==> src/core/ebt_pkg.sv <==
// Purpose: shared constants for the eight-bit timer with two compare units
// Assumes: avalon-mm byte addresses, one aligned 32-bit word per register
// Notes:   registers are at most 8 bits wide in byte lane 0, upper bits read zero
package ebt_pkg;

  // register byte offsets
  localparam logic [4:0] EBT_ADDR_CONTROL = 5'h00;
  localparam logic [4:0] EBT_ADDR_COUNT   = 5'h04;
  localparam logic [4:0] EBT_ADDR_CMP_A   = 5'h08;
  localparam logic [4:0] EBT_ADDR_CMP_B   = 5'h0C;
  localparam logic [4:0] EBT_ADDR_MASK    = 5'h10;
  localparam logic [4:0] EBT_ADDR_FLAGS   = 5'h14;
  localparam logic [4:0] EBT_ADDR_SYSCTL  = 5'h18;

  // timer_control fields
  localparam int EBT_CTL_MODE_BIT  = 3;
  localparam int EBT_CTL_CS_MSB    = 2;
  localparam int EBT_CTL_CS_LSB    = 0;
  // mask and flag bit positions
  localparam int EBT_BIT_CMP_B     = 2;
  localparam int EBT_BIT_CMP_A     = 1;
  localparam int EBT_BIT_OVF       = 0;
  // system control fields
  localparam int EBT_SYS_PWR_BIT   = 0;
  localparam int EBT_SYS_GIE_BIT   = 1;

  // reset values
  localparam logic [7:0] EBT_RST_REG8   = 8'h00;
  localparam logic       EBT_RST_PWROFF = 1'b0;
  localparam logic       EBT_RST_GIE    = 1'b0;

  // counter limits
  localparam logic [7:0] EBT_COUNT_MAX  = 8'hFF;
  localparam logic [7:0] EBT_COUNT_ZERO = 8'h00;

  // clock source select codes
  localparam logic [2:0] EBT_CS_STOP    = 3'h0;
  localparam logic [2:0] EBT_CS_DIV1    = 3'h1;
  localparam logic [2:0] EBT_CS_DIV8    = 3'h2;
  localparam logic [2:0] EBT_CS_DIV64   = 3'h3;
  localparam logic [2:0] EBT_CS_DIV256  = 3'h4;
  localparam logic [2:0] EBT_CS_DIV1024 = 3'h5;
  localparam logic [2:0] EBT_CS_PIN_FALL = 3'h6;
  localparam logic [2:0] EBT_CS_PIN_RISE = 3'h7;

  // prescaler terminal masks: tick when masked bits are all ones
  localparam logic [9:0] EBT_PRE_M8    = 10'h007;
  localparam logic [9:0] EBT_PRE_M64   = 10'h03F;
  localparam logic [9:0] EBT_PRE_M256  = 10'h0FF;
  localparam logic [9:0] EBT_PRE_M1024 = 10'h3FF;

endpackage : ebt_pkg

==> src/core/ebt_tick_if.sv <==
// Purpose: carries clock source choice and the timer tick between modules
// Assumes: single clock domain
// Notes:   tick is a one-cycle enable
interface ebt_tick_if;
  logic [2:0] clock_source_select;
  logic       timer_power_off;
  logic       timer_tick;

  modport ctrl (output clock_source_select, output timer_power_off, input timer_tick);
  modport gen  (input clock_source_select, input timer_power_off, output timer_tick);
endinterface : ebt_tick_if

==> src/core/ebt_timer.sv <==
// Purpose: eight-bit up counter with two compare units and three flags
// Assumes: avalon-mm master on clk_in; acks come from the core's vectoring
// Notes:   every access takes two cycles; waitrequest drops on the second
//
// Contract
// RQ1: count and both compares are rw 8-bit
// RQ2: counter maximum is 0xFF
// RQ3: top is 0xFF or compare a by mode
// RQ4: prescaler or count pin, selected source and edge
// RQ5: select zero stops ticks, count holds
// RQ6: count readable and writable at any time
// RQ7: software count write beats clear or increment
// RQ8: equality sets compare flag on next tick
// RQ9: enabled flag requests; interrupt execution clears it
// RQ10: writing one clears a compare flag
// RQ11: count write blocks next tick's compare matches
// RQ12: normal mode counts up, wraps 0xFF to 0x00
// RQ13: overflow flag set when wrapping to zero
// RQ14: overflow flag cleared by interrupt execution
// RQ15: clear-on-match mode clears count at compare a
// RQ16: clear-on-match sets compare a flag at top
// RQ17: compare a unbuffered; missed top wraps first
// RQ18: clear-on-match sets overflow at max to zero
// RQ19: flags readable, each masked individually
// RQ20: power-off bit set keeps timer disabled
// RQ21: clock select decode table of eight codes
// RQ22: mode bit 3, select 2:0, rest zero
// RQ23: mask bits 2,1,0; request needs global enable
// RQ24: count pin synchronised and edge detected
//
// The implementer's own choices: the Avalon-MM interface to the registers and the placing of the registers.
module ebt_timer
  import ebt_pkg::*;
(
  // clock and reset
  input  wire logic        clk_in,
  input  wire logic        rst_b_in,
  // avalon-mm slave
  input  wire logic [4:0]  address_in,
  input  wire logic [3:0]  byteenable_in,
  input  wire logic        read_in,
  input  wire logic        write_in,
  input  wire logic [31:0] writedata_in,
  output logic      [31:0] readdata_out,
  output logic             waitrequest_out,
  // count pin
  input  wire logic        external_count_pin_in,
  // interrupt handshake with the core
  input  wire logic [2:0]  irq_ack_in,
  output logic      [2:0]  irq_out
);
  import ebt_pkg::*;

  typedef enum logic {bus_idle, bus_answer} ebt_bus_e;

  ebt_tick_if tick_if ();

  logic [7:0]  count_value;
  logic [7:0]  compare_a_value;
  logic [7:0]  compare_b_value;
  logic        clear_on_match_select;
  logic [2:0]  clock_source_select;
  logic        timer_power_off;
  logic        global_irq_enable;
  logic        compare_b_irq_enable;
  logic        compare_a_irq_enable;
  logic        overflow_irq_enable;
  logic        compare_b_flag;
  logic        compare_a_flag;
  logic        overflow_flag;
  logic        match_block;
  ebt_bus_e    bus_state;
  ebt_bus_e    next_bus_state;
  logic        stall;
  logic [7:0]  count_top;
  logic        top_reached;
  logic [31:0] read_word;
  logic        req_take;
  logic        wr_lane0;
  logic [7:0]  wr_byte;
  logic        wr_control;
  logic        wr_count;
  logic        wr_cmp_a;
  logic        wr_cmp_b;
  logic        wr_mask;
  logic        wr_flags;
  logic        wr_sysctl;
  logic        tick;
  logic        match_a;
  logic        match_b;
  logic        at_max;
  logic [7:0]  next_count;
  logic        next_ovf_flag;
  logic        next_cmp_a_flag;
  logic        next_cmp_b_flag;
  logic [2:0]  next_irq;

  assign tick_if.clock_source_select = clock_source_select;
  assign tick_if.timer_power_off     = timer_power_off;
  assign tick                        = tick_if.timer_tick;

  ebt_tick_gen u_tick_gen (
    .clk_in                (clk_in),
    .rst_b_in              (rst_b_in),
    .external_count_pin_in (external_count_pin_in),
    .tick_if               (tick_if)
  );

  // bus handshake: first cycle stalls, second cycle completes
  always_comb begin
    next_bus_state = bus_state;
    case (bus_state)
      bus_idle: begin
        if (read_in || write_in) begin
          next_bus_state = bus_answer;
        end
      end
      bus_answer: begin
        next_bus_state = bus_idle;
      end
      default: begin
        next_bus_state = bus_idle;
      end
    endcase
  end

  always_ff @(posedge clk_in or negedge rst_b_in) begin
    if (!rst_b_in) begin
      bus_state <= bus_idle;
    end else begin
      bus_state <= next_bus_state;
    end
  end

  // own flop so waitrequest never passes through a decode
  always_ff @(posedge clk_in or negedge rst_b_in) begin
    if (!rst_b_in) begin
      stall <= 1'b1;
    end else begin
      stall <= (next_bus_state != bus_answer);
    end
  end

  assign waitrequest_out = stall;
  assign req_take        = (bus_state == bus_answer) && (read_in || write_in);
  assign wr_lane0        = req_take && write_in && byteenable_in[0];
  assign wr_byte         = writedata_in[7:0];

  // write decode, unmapped addresses are ignored
  assign wr_control = wr_lane0 && (address_in == EBT_ADDR_CONTROL);
  assign wr_count   = wr_lane0 && (address_in == EBT_ADDR_COUNT);
  assign wr_cmp_a   = wr_lane0 && (address_in == EBT_ADDR_CMP_A);
  assign wr_cmp_b   = wr_lane0 && (address_in == EBT_ADDR_CMP_B);
  assign wr_mask    = wr_lane0 && (address_in == EBT_ADDR_MASK);
  assign wr_flags   = wr_lane0 && (address_in == EBT_ADDR_FLAGS);
  assign wr_sysctl  = wr_lane0 && (address_in == EBT_ADDR_SYSCTL);

  // read mux; unmapped addresses and reserved bits read zero
  always_comb begin
    read_word = 32'h0000_0000;
    case (address_in)
      EBT_ADDR_CONTROL: begin
        read_word[EBT_CTL_MODE_BIT] = clear_on_match_select; // RQ22
        read_word[EBT_CTL_CS_MSB:EBT_CTL_CS_LSB] = clock_source_select;
      end
      EBT_ADDR_COUNT:   read_word[7:0] = count_value; // RQ1 RQ6
      EBT_ADDR_CMP_A:   read_word[7:0] = compare_a_value; // RQ1
      EBT_ADDR_CMP_B:   read_word[7:0] = compare_b_value; // RQ1
      EBT_ADDR_MASK: begin
        read_word[EBT_BIT_CMP_B] = compare_b_irq_enable; // RQ23
        read_word[EBT_BIT_CMP_A] = compare_a_irq_enable;
        read_word[EBT_BIT_OVF]   = overflow_irq_enable;
      end
      EBT_ADDR_FLAGS: begin
        read_word[EBT_BIT_CMP_B] = compare_b_flag; // RQ19
        read_word[EBT_BIT_CMP_A] = compare_a_flag;
        read_word[EBT_BIT_OVF]   = overflow_flag;
      end
      EBT_ADDR_SYSCTL: begin
        read_word[EBT_SYS_PWR_BIT] = timer_power_off;
        read_word[EBT_SYS_GIE_BIT] = global_irq_enable;
      end
      default: read_word = 32'h0000_0000;
    endcase
  end

  // read data captured in the stall cycle so it stands at the taking edge
  always_ff @(posedge clk_in or negedge rst_b_in) begin
    if (!rst_b_in) begin
      readdata_out <= 32'h0000_0000;
    end else if (read_in && (bus_state == bus_idle)) begin
      readdata_out <= read_word;
    end
  end

  // control register
  always_ff @(posedge clk_in or negedge rst_b_in) begin
    if (!rst_b_in) begin
      clear_on_match_select <= 1'b0;
      clock_source_select   <= EBT_CS_STOP;
    end else if (wr_control) begin
      clear_on_match_select <= wr_byte[EBT_CTL_MODE_BIT]; // RQ22
      clock_source_select   <= wr_byte[EBT_CTL_CS_MSB:EBT_CTL_CS_LSB]; // RQ22
    end
  end

  // compare registers take effect at once, no shadow copy
  always_ff @(posedge clk_in or negedge rst_b_in) begin
    if (!rst_b_in) begin
      compare_a_value <= EBT_RST_REG8;
      compare_b_value <= EBT_RST_REG8;
    end else begin
      if (wr_cmp_a) begin
        compare_a_value <= wr_byte; // RQ1 RQ17
      end
      if (wr_cmp_b) begin
        compare_b_value <= wr_byte; // RQ1
      end
    end
  end

  // mask register
  always_ff @(posedge clk_in or negedge rst_b_in) begin
    if (!rst_b_in) begin
      compare_b_irq_enable <= 1'b0;
      compare_a_irq_enable <= 1'b0;
      overflow_irq_enable  <= 1'b0;
    end else if (wr_mask) begin
      compare_b_irq_enable <= wr_byte[EBT_BIT_CMP_B]; // RQ23
      compare_a_irq_enable <= wr_byte[EBT_BIT_CMP_A]; // RQ23
      overflow_irq_enable  <= wr_byte[EBT_BIT_OVF]; // RQ23
    end
  end

  // power-off and global interrupt enable
  always_ff @(posedge clk_in or negedge rst_b_in) begin
    if (!rst_b_in) begin
      timer_power_off   <= EBT_RST_PWROFF;
      global_irq_enable <= EBT_RST_GIE;
    end else if (wr_sysctl) begin
      timer_power_off   <= wr_byte[EBT_SYS_PWR_BIT]; // RQ20
      global_irq_enable <= wr_byte[EBT_SYS_GIE_BIT];
    end
  end

  // a count write blocks matches until the following tick has passed
  always_ff @(posedge clk_in or negedge rst_b_in) begin
    if (!rst_b_in) begin
      match_block <= 1'b0;
    end else if (wr_count) begin
      match_block <= 1'b1; // RQ11
    end else if (tick) begin
      match_block <= 1'b0; // RQ11
    end
  end

  // comparators run every cycle; flag effect waits for a tick
  assign match_a = (count_value == compare_a_value) && !match_block; // RQ8 RQ11
  assign match_b = (count_value == compare_b_value) && !match_block; // RQ8 RQ11
  assign at_max  = (count_value == EBT_COUNT_MAX); // RQ2

  // top is 0xFF in normal mode, compare a in clear-on-match mode
  assign count_top   = clear_on_match_select ? compare_a_value : EBT_COUNT_MAX; // RQ3
  assign top_reached = (count_value == count_top); // RQ3

  // counter next value
  always_comb begin
    next_count = count_value;
    if (wr_count) begin
      next_count = wr_byte; // RQ6 RQ7
    end else if (tick) begin
      if (top_reached) begin
        next_count = EBT_COUNT_ZERO; // RQ3 RQ12 RQ15
      end else begin
        next_count = count_value + 8'h01; // RQ12 RQ17
      end
    end
  end

  always_ff @(posedge clk_in or negedge rst_b_in) begin
    if (!rst_b_in) begin
      count_value <= EBT_RST_REG8;
    end else begin
      count_value <= next_count;
    end
  end

  // flags: set beats software clear and interrupt acknowledge
  always_comb begin
    next_ovf_flag   = overflow_flag;
    next_cmp_a_flag = compare_a_flag;
    next_cmp_b_flag = compare_b_flag;
    if (irq_ack_in[EBT_BIT_OVF]) begin
      next_ovf_flag = 1'b0; // RQ14
    end
    if (irq_ack_in[EBT_BIT_CMP_A]) begin
      next_cmp_a_flag = 1'b0; // RQ9
    end
    if (irq_ack_in[EBT_BIT_CMP_B]) begin
      next_cmp_b_flag = 1'b0; // RQ9
    end
    if (wr_flags && wr_byte[EBT_BIT_OVF]) begin
      next_ovf_flag = 1'b0;
    end
    if (wr_flags && wr_byte[EBT_BIT_CMP_A]) begin
      next_cmp_a_flag = 1'b0; // RQ10
    end
    if (wr_flags && wr_byte[EBT_BIT_CMP_B]) begin
      next_cmp_b_flag = 1'b0; // RQ10
    end
    // a count write drops the increment, so no wrap happens then
    if (tick && !wr_count && at_max) begin
      next_ovf_flag = 1'b1; // RQ13 RQ18
    end
    if (tick && match_a) begin
      next_cmp_a_flag = 1'b1; // RQ8 RQ16
    end
    if (tick && match_b) begin
      next_cmp_b_flag = 1'b1; // RQ8
    end
  end

  always_ff @(posedge clk_in or negedge rst_b_in) begin
    if (!rst_b_in) begin
      overflow_flag  <= 1'b0;
      compare_a_flag <= 1'b0;
      compare_b_flag <= 1'b0;
    end else begin
      overflow_flag  <= next_ovf_flag;
      compare_a_flag <= next_cmp_a_flag;
      compare_b_flag <= next_cmp_b_flag;
    end
  end

  // request lines rise and fall together with the stored flags
  always_comb begin
    next_irq = 3'h0;
    next_irq[EBT_BIT_OVF]   = next_ovf_flag && overflow_irq_enable &&
                              global_irq_enable; // RQ19 RQ23
    next_irq[EBT_BIT_CMP_A] = next_cmp_a_flag && compare_a_irq_enable &&
                              global_irq_enable; // RQ9 RQ23
    next_irq[EBT_BIT_CMP_B] = next_cmp_b_flag && compare_b_irq_enable &&
                              global_irq_enable; // RQ9 RQ23
  end

  always_ff @(posedge clk_in or negedge rst_b_in) begin
    if (!rst_b_in) begin
      irq_out <= 3'h0;
    end else begin
      irq_out <= next_irq;
    end
  end

endmodule : ebt_timer

==> src/core/ebt_tick_gen.sv <==
// Purpose: prescaler and count pin edge detector producing the timer tick
// Assumes: pin is asynchronous to clk_in
// Notes:   prescaler is free running, so the first divided tick may come early
module ebt_tick_gen
  import ebt_pkg::*;
(
  // clock and reset
  input  wire logic clk_in,
  input  wire logic rst_b_in,
  // pin
  input  wire logic external_count_pin_in,
  // link to core
  ebt_tick_if.gen   tick_if
);

  logic [9:0] prescale;
  logic       pin_meta;
  logic       pin_sync;
  logic       pin_prev;
  logic       next_tick;
  logic       tick;

  // prescaler held in reset while powered off
  always_ff @(posedge clk_in or negedge rst_b_in) begin
    if (!rst_b_in) begin
      prescale <= 10'h000;
    end else if (tick_if.timer_power_off) begin
      prescale <= 10'h000;
    end else begin
      prescale <= prescale + 10'h001;
    end
  end

  // two-stage synchroniser then edge history
  always_ff @(posedge clk_in or negedge rst_b_in) begin
    if (!rst_b_in) begin
      pin_meta <= 1'b0;
      pin_sync <= 1'b0;
      pin_prev <= 1'b0;
    end else begin
      pin_meta <= external_count_pin_in; // RQ24
      pin_sync <= pin_meta;
      pin_prev <= pin_sync;
    end
  end

  always_comb begin
    case (tick_if.clock_source_select) // RQ21
      EBT_CS_STOP:     next_tick = 1'b0; // RQ5
      EBT_CS_DIV1:     next_tick = 1'b1;
      EBT_CS_DIV8:     next_tick = &(prescale | ~EBT_PRE_M8);
      EBT_CS_DIV64:    next_tick = &(prescale | ~EBT_PRE_M64);
      EBT_CS_DIV256:   next_tick = &(prescale | ~EBT_PRE_M256);
      EBT_CS_DIV1024:  next_tick = &(prescale | ~EBT_PRE_M1024);
      EBT_CS_PIN_FALL: next_tick = pin_prev & ~pin_sync; // RQ4 RQ24
      EBT_CS_PIN_RISE: next_tick = ~pin_prev & pin_sync; // RQ4 RQ24
      default:         next_tick = 1'b0;
    endcase
    if (tick_if.timer_power_off) begin
      next_tick = 1'b0; // RQ20
    end
  end

  always_ff @(posedge clk_in or negedge rst_b_in) begin
    if (!rst_b_in) begin
      tick <= 1'b0;
    end else begin
      tick <= next_tick;
    end
  end

  assign tick_if.timer_tick = tick;

endmodule : ebt_tick_gen

==> config.mk <==
export PLATFORM = sky130hd
export DESIGN_NAME = ebt_timer
export DESIGN_NICKNAME = d
export VERILOG_FILES = /design/src/core/ebt_pkg.sv /design/src/core/ebt_tick_if.sv /design/src/core/ebt_timer.sv /design/src/core/ebt_tick_gen.sv
export SDC_FILE = /design/constraint.sdc
export NUM_CORES = 1
export LEC_CHECK = 0
export ABC_CLOCK_PERIOD_IN_PS = 2100
export BUFFER_PORTS_ARGS = -buffer_cell sky130_fd_sc_hd__buf_2
export CORE_UTILIZATION = 54
export CTS_CLUSTER_DIAMETER = 120
export DETAILED_ROUTE_END_ITERATION = 16
export PLACE_DENSITY = 0.84
export SYNTH_ARGS = -nofsm -noshare
export SYNTH_HDL_FRONTEND = slang
export SYNTH_HIERARCHICAL = 1
export SYNTH_SLANG_ARGS = --single-unit
==> constraint.sdc <==
create_clock -name clk_in -period 2.1 [get_ports clk_in]
set_input_delay 0.42 -clock clk_in [delete_from_list [all_inputs] [get_ports clk_in]]
set_output_delay 0.42 -clock clk_in [all_outputs]
set_load 0.05 [all_outputs]
==> results.toml, run 1 <==
[critical_path]
worstReg2RegStart = "count_value[7]"
r2r_cells = 5
cp.arrival_ns = 2.13
slowest_stage = "dfrtp_1"
cp.required_ns = 2.32
r2r_slack_ns = 0.19
crit_fanout = 8
crit_family = "compound AO/OA/AOI/OAI gates"
slowest_delay_ns = 0.47
path_class = "flop to flop"
rr_endpoint = "count_value[2]"
cp-start-kind = "flop"
cp_cell_sequence = "inv_1, a22o_1, a221oi_1, o2111a_1, o31ai_1"
cp.buffers_inverters = 1
end_kind = "flop"

[synthesis]
synthSimpleGateAreaFrac_pct = 14.7
synth_edf_count = 0
synthFlopType = "dfrtp_1"
muxShareOfSynthArea_pct = 10.4
synth_top_family_by_area = "simple AND/OR/NAND/NOR gates"
syn_area_per_cell_um2 = 10.5
synthDistinctLibCells = 56
synth_compound_area_share_pct = 13.1
synthArstFlopShare_pct = 100
synth_warnings = 6
synth_cells = 333
syn_area_um2 = 3500
synth-seq-area-share_pct = 45.8
synth_adder_area_share_pct = 1.07
ys_ff_latch = 64
synthXorXnorAreaFrac_pct = 6.01

[placed_design]
numPortBuffers = 33
dp_cells = 439
place_congestion = 0.932
hpwl_um = 5440

[cts]
h-tree-depth = 3
tritoncts = "done"
post_cts_buffers = 0
ctsResizeCount = 0
clkSinkCount = 64
cts_buffer_depth = 2
clk_latency_ns = 0.34
clkTransAtPathRegs_ns = 0.07
cts_root_buf = "clkbuf_8"
ctsHoldBuffers = 0
numCtsBuffers = 9

[floorplanning]
die-area_um2 = 6800
core_um2 = 6100
initial_core_util_pct = 57.4
dieHeight_um = 82.5
die_w_um = 82.5
rows = 28
ios = 85

[sta]
maxSlewViolCount = 0
maxSlewHeadroom_pct = 61.6
period_needed_ns = 1.91
worst_pin_slew_ns = 0.577
hold_viol = 0
fin_skew_ns = 0.00613
finalCritPeriodShare_pct = 91.1
setup_viol = 0
setup_tns_ns = 0
rsz0062_at_grt = "false"
max_freq_ghz = 0.523

[final_layout]
final_nets = 427
layout.cells.non_filler = 455
n_antenna_cell = 0
layout-drive-gt1-share_pct = 26.1
area_delta_synth_final_pct = 12.9

[detailed_routing]
remaining_drc_errors = 0
drt_first_iter_violations = 262
vias = 2668
vias_per_cell = 5.86
drt-total-wl_um = 7620
routedWlPerCell_um = 16.7
ant_nets = 0
first_pass_iters = 5

[pwr]
power_leakage_nw = 1.91
power_density_nw_per_um2 = 988
ir_drop_mv = 0.696

[hold_path]
hold_class = "input port to asynchronous set/reset pin"

[run_status]
status = "finished clean"

[global_route]
grt_use_total_pct = 25.4
grt_pass1_wl_um = 12500
grt_pass1_vias = 2442
antenna_found_initial = 0
grt_max_degree = 41
overflow = 0

[flow_run]
drv_cap = 0
-- through the flow --
step | total power [W] | hold WS, ns | setup slack (ns) | area [um^2] | utilization (%)
after CTS | 0.00390 | 0.0903 | 0.233 | 3950 | 64.8
after floorplan | 0.00241 | 0.124 | 0.252 | 3580 | -
after global placement | 0.00262 | 0.334 | 0.107 | 3710 | 60.9
after global routing | 0.00411 | 0.114 | 0.0714 | 3950 | 64.8
final | 0.00390 | 0.0713 | 0.186 | 3950 | 64.8
after detailed placement | 0.00265 | 0.340 | 0.0964 | 3710 | 60.9
-- layer usage --
metal	GRT usage (%)	vias to the layer above	share of wire, %	routed length (um)
met3	5.38	22	7.3	556
met1	36.7	1266	46	3510
met5	0	-	0	0
met4	9.82	0	2.0	155
met2	37.2	148	45	3400
li1	-	1232	-	-
-- power breakdown --
| part | internal (W) | switching (W) | leakage [nW] |
|---|---|---|---|
| sequential | 0.00141 | 0.000232 | 0.845 |
| clock | 0.000767 | 0.000460 | 0.117 |
| combinational | 0.000428 | 0.000606 | 0.946 |
| total | 0.00260 | 0.00130 | 1.91 |
-- registers in the layout (all words and copies together) (netlist names), 3 cells and up --
name                 flops
count_value              8
readdata_out             8
compare_a_value          8
irq_out                  3
u_tick_gen/prescale     10
clock_source_select      3
compare_b_value          8
-- cells by family (layout without fill, tap and decap cells) --
logic type      Yosys count  count (layout)
other cells               1              24
compound gates           61              61
flops                    64              64
simple gates             96              96
mux                      32              32
buf+inv                  52              76
xor+xnor                 24              24
fa+ha+maj                 3               3
-- cell type report --
class                   count  area, um^2
multi-input cells         240        1680
clock buffers              14         173
well taps                  75        93.8
fillers                   444        2150
flip-flops and latches     64        1600
inverters                  14        52.6
repair buffers             46         288
clock inverters             2        60.1
-- cell usage in the layout (no fill, tap or decap), types with 3 or more instances in the layout --
| cell type | n |
|---|---|
| dfrtp_1 | 63 |
| buf_2 | 33 |
| mux2_2 | 26 |
| conb_1 | 24 |
| nor2_1 | 19 |
| nand2_1 | 16 |
| a21oi_1 | 14 |
| xor2_1 | 13 |
| inv_1 | 13 |
| nand3_1 | 12 |
| nor3_1 | 12 |
| clkbuf_8 | 12 |
| xnor2_1 | 11 |
| buf_4 | 11 |
| o31ai_1 | 9 |
| a22o_1 | 7 |
| nand2b_1 | 6 |
| and3_1 | 6 |
| o21ai_0 | 5 |
| mux2i_1 | 5 |
| nor4_1 | 4 |
| nand4_1 | 4 |
| a22oi_1 | 4 |
| a221oi_1 | 3 |
| nor2b_1 | 3 |
| nor3b_1 | 3 |
| ha_1 | 3 |
-- synth_stat cells (all sizes together), types with 4 or more instances --
library cell / n / area (um^2)
nor3: 14 / 92.6
and3: 6 / 37.5
o31ai: 9 / 67.6
mux2: 26 / 293
mux2i: 5 / 50.1
xor2: 13 / 114
nand4: 4 / 25.0
nand2b: 6 / 37.5
nor2: 20 / 77.6
o21ai: 6 / 33.8
buf: 30 / 220
nand2: 17 / 66.3
dfrtp: 63 / 1580
a21oi: 15 / 86.3
nor4: 4 / 25.0
xnor2: 11 / 96.3
inv: 14 / 52.6
clkbuf: 8 / 30.0
nand3: 12 / 60.1
a22o: 7 / 61.3
a22oi: 4 / 30.0
-- how the worst max path moves through the flow --
| stage | startpoint | slack [ns] | endpoint | cells past startpoint |
|---|---|---|---|---|
| finish | count_value[7] | 0.19 | count_value[2] | 5 |
| floorplan | address_in[1] | 0.25 | irq_out[0] | 7 |
| global route | count_value[4] | 0.07 | count_value[2] | 5 |
| detailed placement | address_in[1] | 0.1 | irq_out[0] | 7 |
| CTS | count_value[4] | 0.23 | count_value[2] | 5 |
| global placement | address_in[1] | 0.11 | irq_out[1] | 6 |
No activity file was read; power rests on OpenSTA's default activity.
==> run 2: changes to the inputs <==
--- a/config.mk
+++ b/config.mk
@@ -7,11 +7,11 @@
 export LEC_CHECK = 0
 export ABC_CLOCK_PERIOD_IN_PS = 2100
 export BUFFER_PORTS_ARGS = -buffer_cell sky130_fd_sc_hd__buf_2
+export CAP_MARGIN = 30
 export CORE_UTILIZATION = 54
 export CTS_CLUSTER_DIAMETER = 120
 export DETAILED_ROUTE_END_ITERATION = 16
 export PLACE_DENSITY = 0.84
 export SYNTH_ARGS = -nofsm -noshare
 export SYNTH_HDL_FRONTEND = slang
-export SYNTH_HIERARCHICAL = 1
 export SYNTH_SLANG_ARGS = --single-unit
==> results.toml, run 2 <==
[run_status]
status = "finished clean"

[sta]
rsz0062_at_grt = "false"
finalCritPeriodShare_pct = 90.5
maxSlewViolCount = 0
setup_viol = 0
hold_viol = 0
period_needed_ns = 1.90
setup_tns_ns = 0
max_freq_ghz = 0.526
holdWs_ns = 0.0713
fin_skew_ns = 0.00729

[critical_path]
cp-start-kind = "flop"
cp.required_ns = 2.31
crit_fanout = 7
cp.arrival_ns = 2.11
path_class = "flop to flop"
end_kind = "flop"

[cts]
numCtsBuffers = 9
clk_latency_ns = 0.35
clkTransAtPathRegs_ns = 0.07
post_cts_buffers = 0
clkSinkCount = 64
tritoncts = "done"
ctsHoldBuffers = 0
ctsResizeCount = 0
cts_root_buf = "clkbuf_8"
cts_buffer_depth = 2
h-tree-depth = 3

[final_layout]
mostFrequentLayoutCells = "dfrtp_1 (63), buf_2 (33), nand2_1 (28)"
largest_reg_flops = 10
largest_register = "u_tick_gen.prescale"
area_delta_synth_final_pct = 12.7
final_nets = 442
postLayoutCoreUtil_pct = 64.6
layout-drive-gt1-share_pct = 24.1
layout.cells.non_filler = 469
n_antenna_cell = 0
layout_commonest_cell = "dfrtp_1"

[floorplanning]
ios = 85
die-area_um2 = 6790
initial_core_util_pct = 57.3
core_um2 = 6100
rows = 28
dieHeight_um = 82.4
die_w_um = 82.4

[synthesis]
synthDistinctLibCells = 49
synth_top_area_cell = "dfrtp_1"
syn_area_um2 = 3490
synthArstFlopShare_pct = 100
ys_ff_latch = 64
synthFlopType = "dfrtp_1"
synth_most_common_cell = "dfrtp_1"
synth_area_leaders = "dfrtp_1 (45%), mux2_2 (8.1%), buf_4 (5.4%), xnor2_1 (3.8%), nand2_1 (3.0%)"
synth_edf_count = 0
synth_warnings = 0
synth_cells = 344
synth-seq-area-share_pct = 45.9
synthTopCellsByCount = "dfrtp_1 (63), nand2_1 (28), buf_4 (25), mux2_2 (25), nor2_1 (20)"
syn_area_per_cell_um2 = 10.2
synth_top_area_share_pct = 45.1

[detailed_routing]
remaining_drc_errors = 0
first_pass_iters = 4
vias_per_cell = 5.81
drt_first_iter_violations = 228
routedWlPerCell_um = 16.8
drt-total-wl_um = 7880
ant_nets = 0
vias = 2725

[flow_run]
drv_cap = 0

[pwr]
power_leakage_nw = 1.85
ir_drop_mv = 0.540
power_density_nw_per_um2 = 975

[global_route]
overflow = 0
grt_pass1_vias = 2721
grt_use_total_pct = 26.2
grt_pass1_wl_um = 12700
antenna_found_initial = 0
grt_max_degree = 65

[placed_design]
hpwl_um = 5540
dp_cells = 454
numPortBuffers = 33
place_congestion = 0.895

[hold_path]
hold_class = "input port to asynchronous set/reset pin"
## run 2: worst paths after layout
kind	from	to	slack (ns)	cells past startpoint
setup reg to reg	count_value[4]	count_value[3]	0.20	5
hold reg to reg	u_tick_gen.pin_meta	u_tick_gen.pin_sync	0.35	0
setup / recovery	count_value[4]	count_value[3]	0.20	5
hold / removal	rst_b_in	u_tick_gen.prescale[5]	0.07	2
max in group asynchronous	rst_b_in	waitrequest_out	1.72	2
min in group clk_in	external_count_pin_in	u_tick_gen.pin_meta	0.18	1
## run 2: through the flow
| stage | total power, W | setup slack, ns | cell area (um^2) |
|---|---|---|---|
| finish | 0.00384 | 0.200 | 3940 |
| global route | 0.00405 | 0.0769 | 3940 |
| CTS | 0.00384 | 0.185 | 3940 |
| detailed placement | 0.00273 | 0.148 | 3730 |
| global placement | 0.00269 | 0.164 | 3730 |
| floorplan | 0.00244 | 0.307 | 3580 |
## run 2: layout make-up
class | count | area [um^2]
clock inverters | 2 | 37.5
flip-flops and latches | 64 | 1600
well taps | 75 | 93.8
clock buffers | 13 | 169
multi-input cells | 255 | 1700
inverters | 12 | 45.0
fillers | 494 | 2160
repair buffers | 48 | 290
## run 2: logic make-up (layout without fill, tap and decap cells)
logic type	after synthesis	after routing	share of synthesized area, %
and+or+nand+nor	112	112	17.1
DFF	64	64	45.9
AOI/OAI and AO/OA	59	59	10.7
buffers and inverters	48	75	7.99
muxes	34	34	11.4
xor gates and xnor gates	23	23	5.77
adders and majority gates	3	3	1.07
other	1	24	0.107
## run 2: worst max-delay path: stages (launching register included)
cell and delay [ns]:
dfrtp_1 0.48, xor2_1 0.21, a2111o_1 0.32, o22a_1 0.23, o31ai_4 0.38, o21ai_0 0.15
## run 2: routing by layer
layer | share of wire, % | routed length, um | vias to the layer above | GRT usage [%]
met5 | 0 | 0 | - | 0
met3 | 6.6 | 524 | 24 | 6.37
met1 | 41 | 3200 | 1337 | 31.1
met2 | 49 | 3890 | 119 | 42.8
met4 | 3.3 | 263 | 0 | 15.8
li1 | - | - | 1245 | -
## run 2: power breakdown
| group | leakage (nW) | internal, W | total, W | switching, W |
|---|---|---|---|---|
| sequential | 0.848 | 0.00142 | 0.00165 | 0.000231 |
| clock | 0.102 | 0.000639 | 0.00110 | 0.000465 |
| combinational | 0.898 | 0.000452 | 0.00108 | 0.000626 |
==> run 3: changes to the inputs <==
==> constraint.sdc (replaced) <==
create_clock -name clk_in -period 2.1 [get_ports clk_in]
set_input_delay 0.525 -clock clk_in [delete_from_list [all_inputs] [get_ports clk_in]]
set_output_delay 0.525 -clock clk_in [all_outputs]
set_load 0.05 [all_outputs]
==> results.toml, run 3 (same netlist as run 2, synthesis figures left out) <==
[run_status]
status = "finished clean"

[critical_path]
cp.required_ns = 2.30
setup.worst_path.start = "count_value[4]"
cp_cell_sequence = "xor2_1, a2111o_1, o22a_1, o31ai_4, o21ai_0"
path_class = "flop to flop"
end_kind = "flop"
crit_fanout = 7
cp.arrival_ns = 2.16
cp-start-kind = "flop"
slowest_stage = "dfrtp_1"
worstReg2RegStart = "count_value[4]"
cp.buffers_inverters = 0
r2r_slack_ns = 0.15
crit_family = "compound AO/OA/AOI/OAI gates"
slowest_delay_ns = 0.48

[sta]
rsz0062_at_grt = "false"
period_needed_ns = 1.95
max_freq_ghz = 0.512
worst_slack_ns = 0.146
maxSlewViolCount = 0
setup_viol = 0
finalCritPeriodShare_pct = 93.0
holdWs_ns = 0.175
setup_tns_ns = 0
fin_skew_ns = 0.00842
hold_viol = 0

[cts]
clkSinkCount = 64
tritoncts = "done"
post_cts_buffers = 0
ctsHoldBuffers = 0
cts_root_buf = "clkbuf_8"
clk_latency_ns = 0.35
clkTransAtPathRegs_ns = 0.07
h-tree-depth = 3
numCtsBuffers = 9
cts_buffer_depth = 2

[placed_design]
placed_cell_area_um2 = 3770
place_congestion = 0.920
numPortBuffers = 33
hpwl_um = 5440
pre_cts_slack_ns = 0.0169

[detailed_routing]
drt-total-wl_um = 7400
wl_met3_um = 400
vias = 2651
routedWlPerCell_um = 15.6
wl_met2_um = 3510
met1Wirelength_um = 3280
remaining_drc_errors = 0
dr.max_layer_used = "met4"
ant_nets = 0
vias_per_cell = 5.57
first_pass_iters = 4
drt_first_iter_violations = 172

[pwr]
p_int_w = 0.00241
p_sw_w = 0.00130
pwr-share-seq_pct = 45.1
power_frac_comb_pct = 27.7
power_leakage_nw = 1.86
power_density_nw_per_um2 = 937
ir_drop_mv = 0.484
netSwitchingFraction_pct = 35.0
clkPwrFrac_pct = 27.1

[global_route]
antenna_found_initial = 0
overflow = 0
grt_pass1_vias = 2570
grt_use_total_pct = 24.1
grt_max_degree = 65
grt_pass1_wl_um = 12000

[floorplanning]
die_w_um = 82.4
rows = 28
ios = 85
dieHeight_um = 82.4
initial_core_util_pct = 57.3
core_um2 = 6100
die-area_um2 = 6790

[final_layout]
n_antenna_cell = 0
largest_register = "u_tick_gen.prescale"
design_area_um2 = 3960
area_delta_synth_final_pct = 13.3
final_nets = 448
fillerInstances = 478
layout-drive-gt1-share_pct = 24.7
layout_commonest_cell = "dfrtp_1"
mostFrequentLayoutCells = "dfrtp_1 (63), buf_2 (33), nand2_1 (28)"
postLayoutCoreUtil_pct = 64.9
largest_reg_flops = 10

[hold_path]
hold_class = "input port to asynchronous set/reset pin"

[flow_run]
drv_cap = 0
## run 3: changes by cell type in the layout (fill, tap and decap cells not counted), sizes merged
cell    previous run  this run
buf               48        54
clkinv             0         1
## run 3: power groups by stage
| stage | clock network (W) | logic, W | registers [W] |
|---|---|---|---|
| final | 0.00101 | 0.00103 | 0.00167 |
| after global routing | 0.00108 | 0.00114 | 0.00170 |
| after CTS | 0.00102 | 0.00103 | 0.00167 |
| after detailed placement | 0 | 0.00102 | 0.00169 |
| after global placement | 0 | 0.000994 | 0.00168 |
| after floorplan | 0 | 0.000825 | 0.00162 |
## run 3: through the flow
| step | total power, W | cells |
|---|---|---|
| 2_1_floorplan | 0.00244 | 367 |
| 3_3_place_gp | 0.00267 | 460 |
| 3_5_place_dp | 0.00271 | 460 |
| 4_1_cts | 0.00371 | 476 |
| 5_1_grt | 0.00393 | 476 |
| 6_report | 0.00371 | 476 |
## run 3: path summary, 6_finish.rpt
path	endpoint	depth (start not counted)
worst min-delay path	u_tick_gen.prescale[5]	2
max in group asynchronous	waitrequest_out	2
worst min register to register	u_tick_gen.pin_sync	0
worst max-delay path	count_value[4]	5
worst max register to register	count_value[4]	5
min in group clk_in	u_tick_gen.pin_meta	1
## run 3: area by class of cell
type / instances / area, um^2 / share of cell area (%)
tap: 75 / 93.8 / 2.37
clock buffer: 13 / 139 / 3.51
inverter: 12 / 45.0 / 1.14
multi-input combinational: 255 / 1700 / 42.9
timing repair buffer: 54 / 335 / 8.48
sequential: 64 / 1600 / 40.5
clock inverter: 3 / 42.5 / 1.08
## run 3: timing repair
item,CTS,global route
setup endpoints to repair,0,4
endpoints found under the hold margin,0,0
resized for setup,0,0
## run 3: layer usage
metal  global-route usage [%]  up-vias
met5                        0        -
met4                     14.9        0
met3                     5.16       21
met2                     37.1      100
met1                     31.0     1267
li1                         -     1263
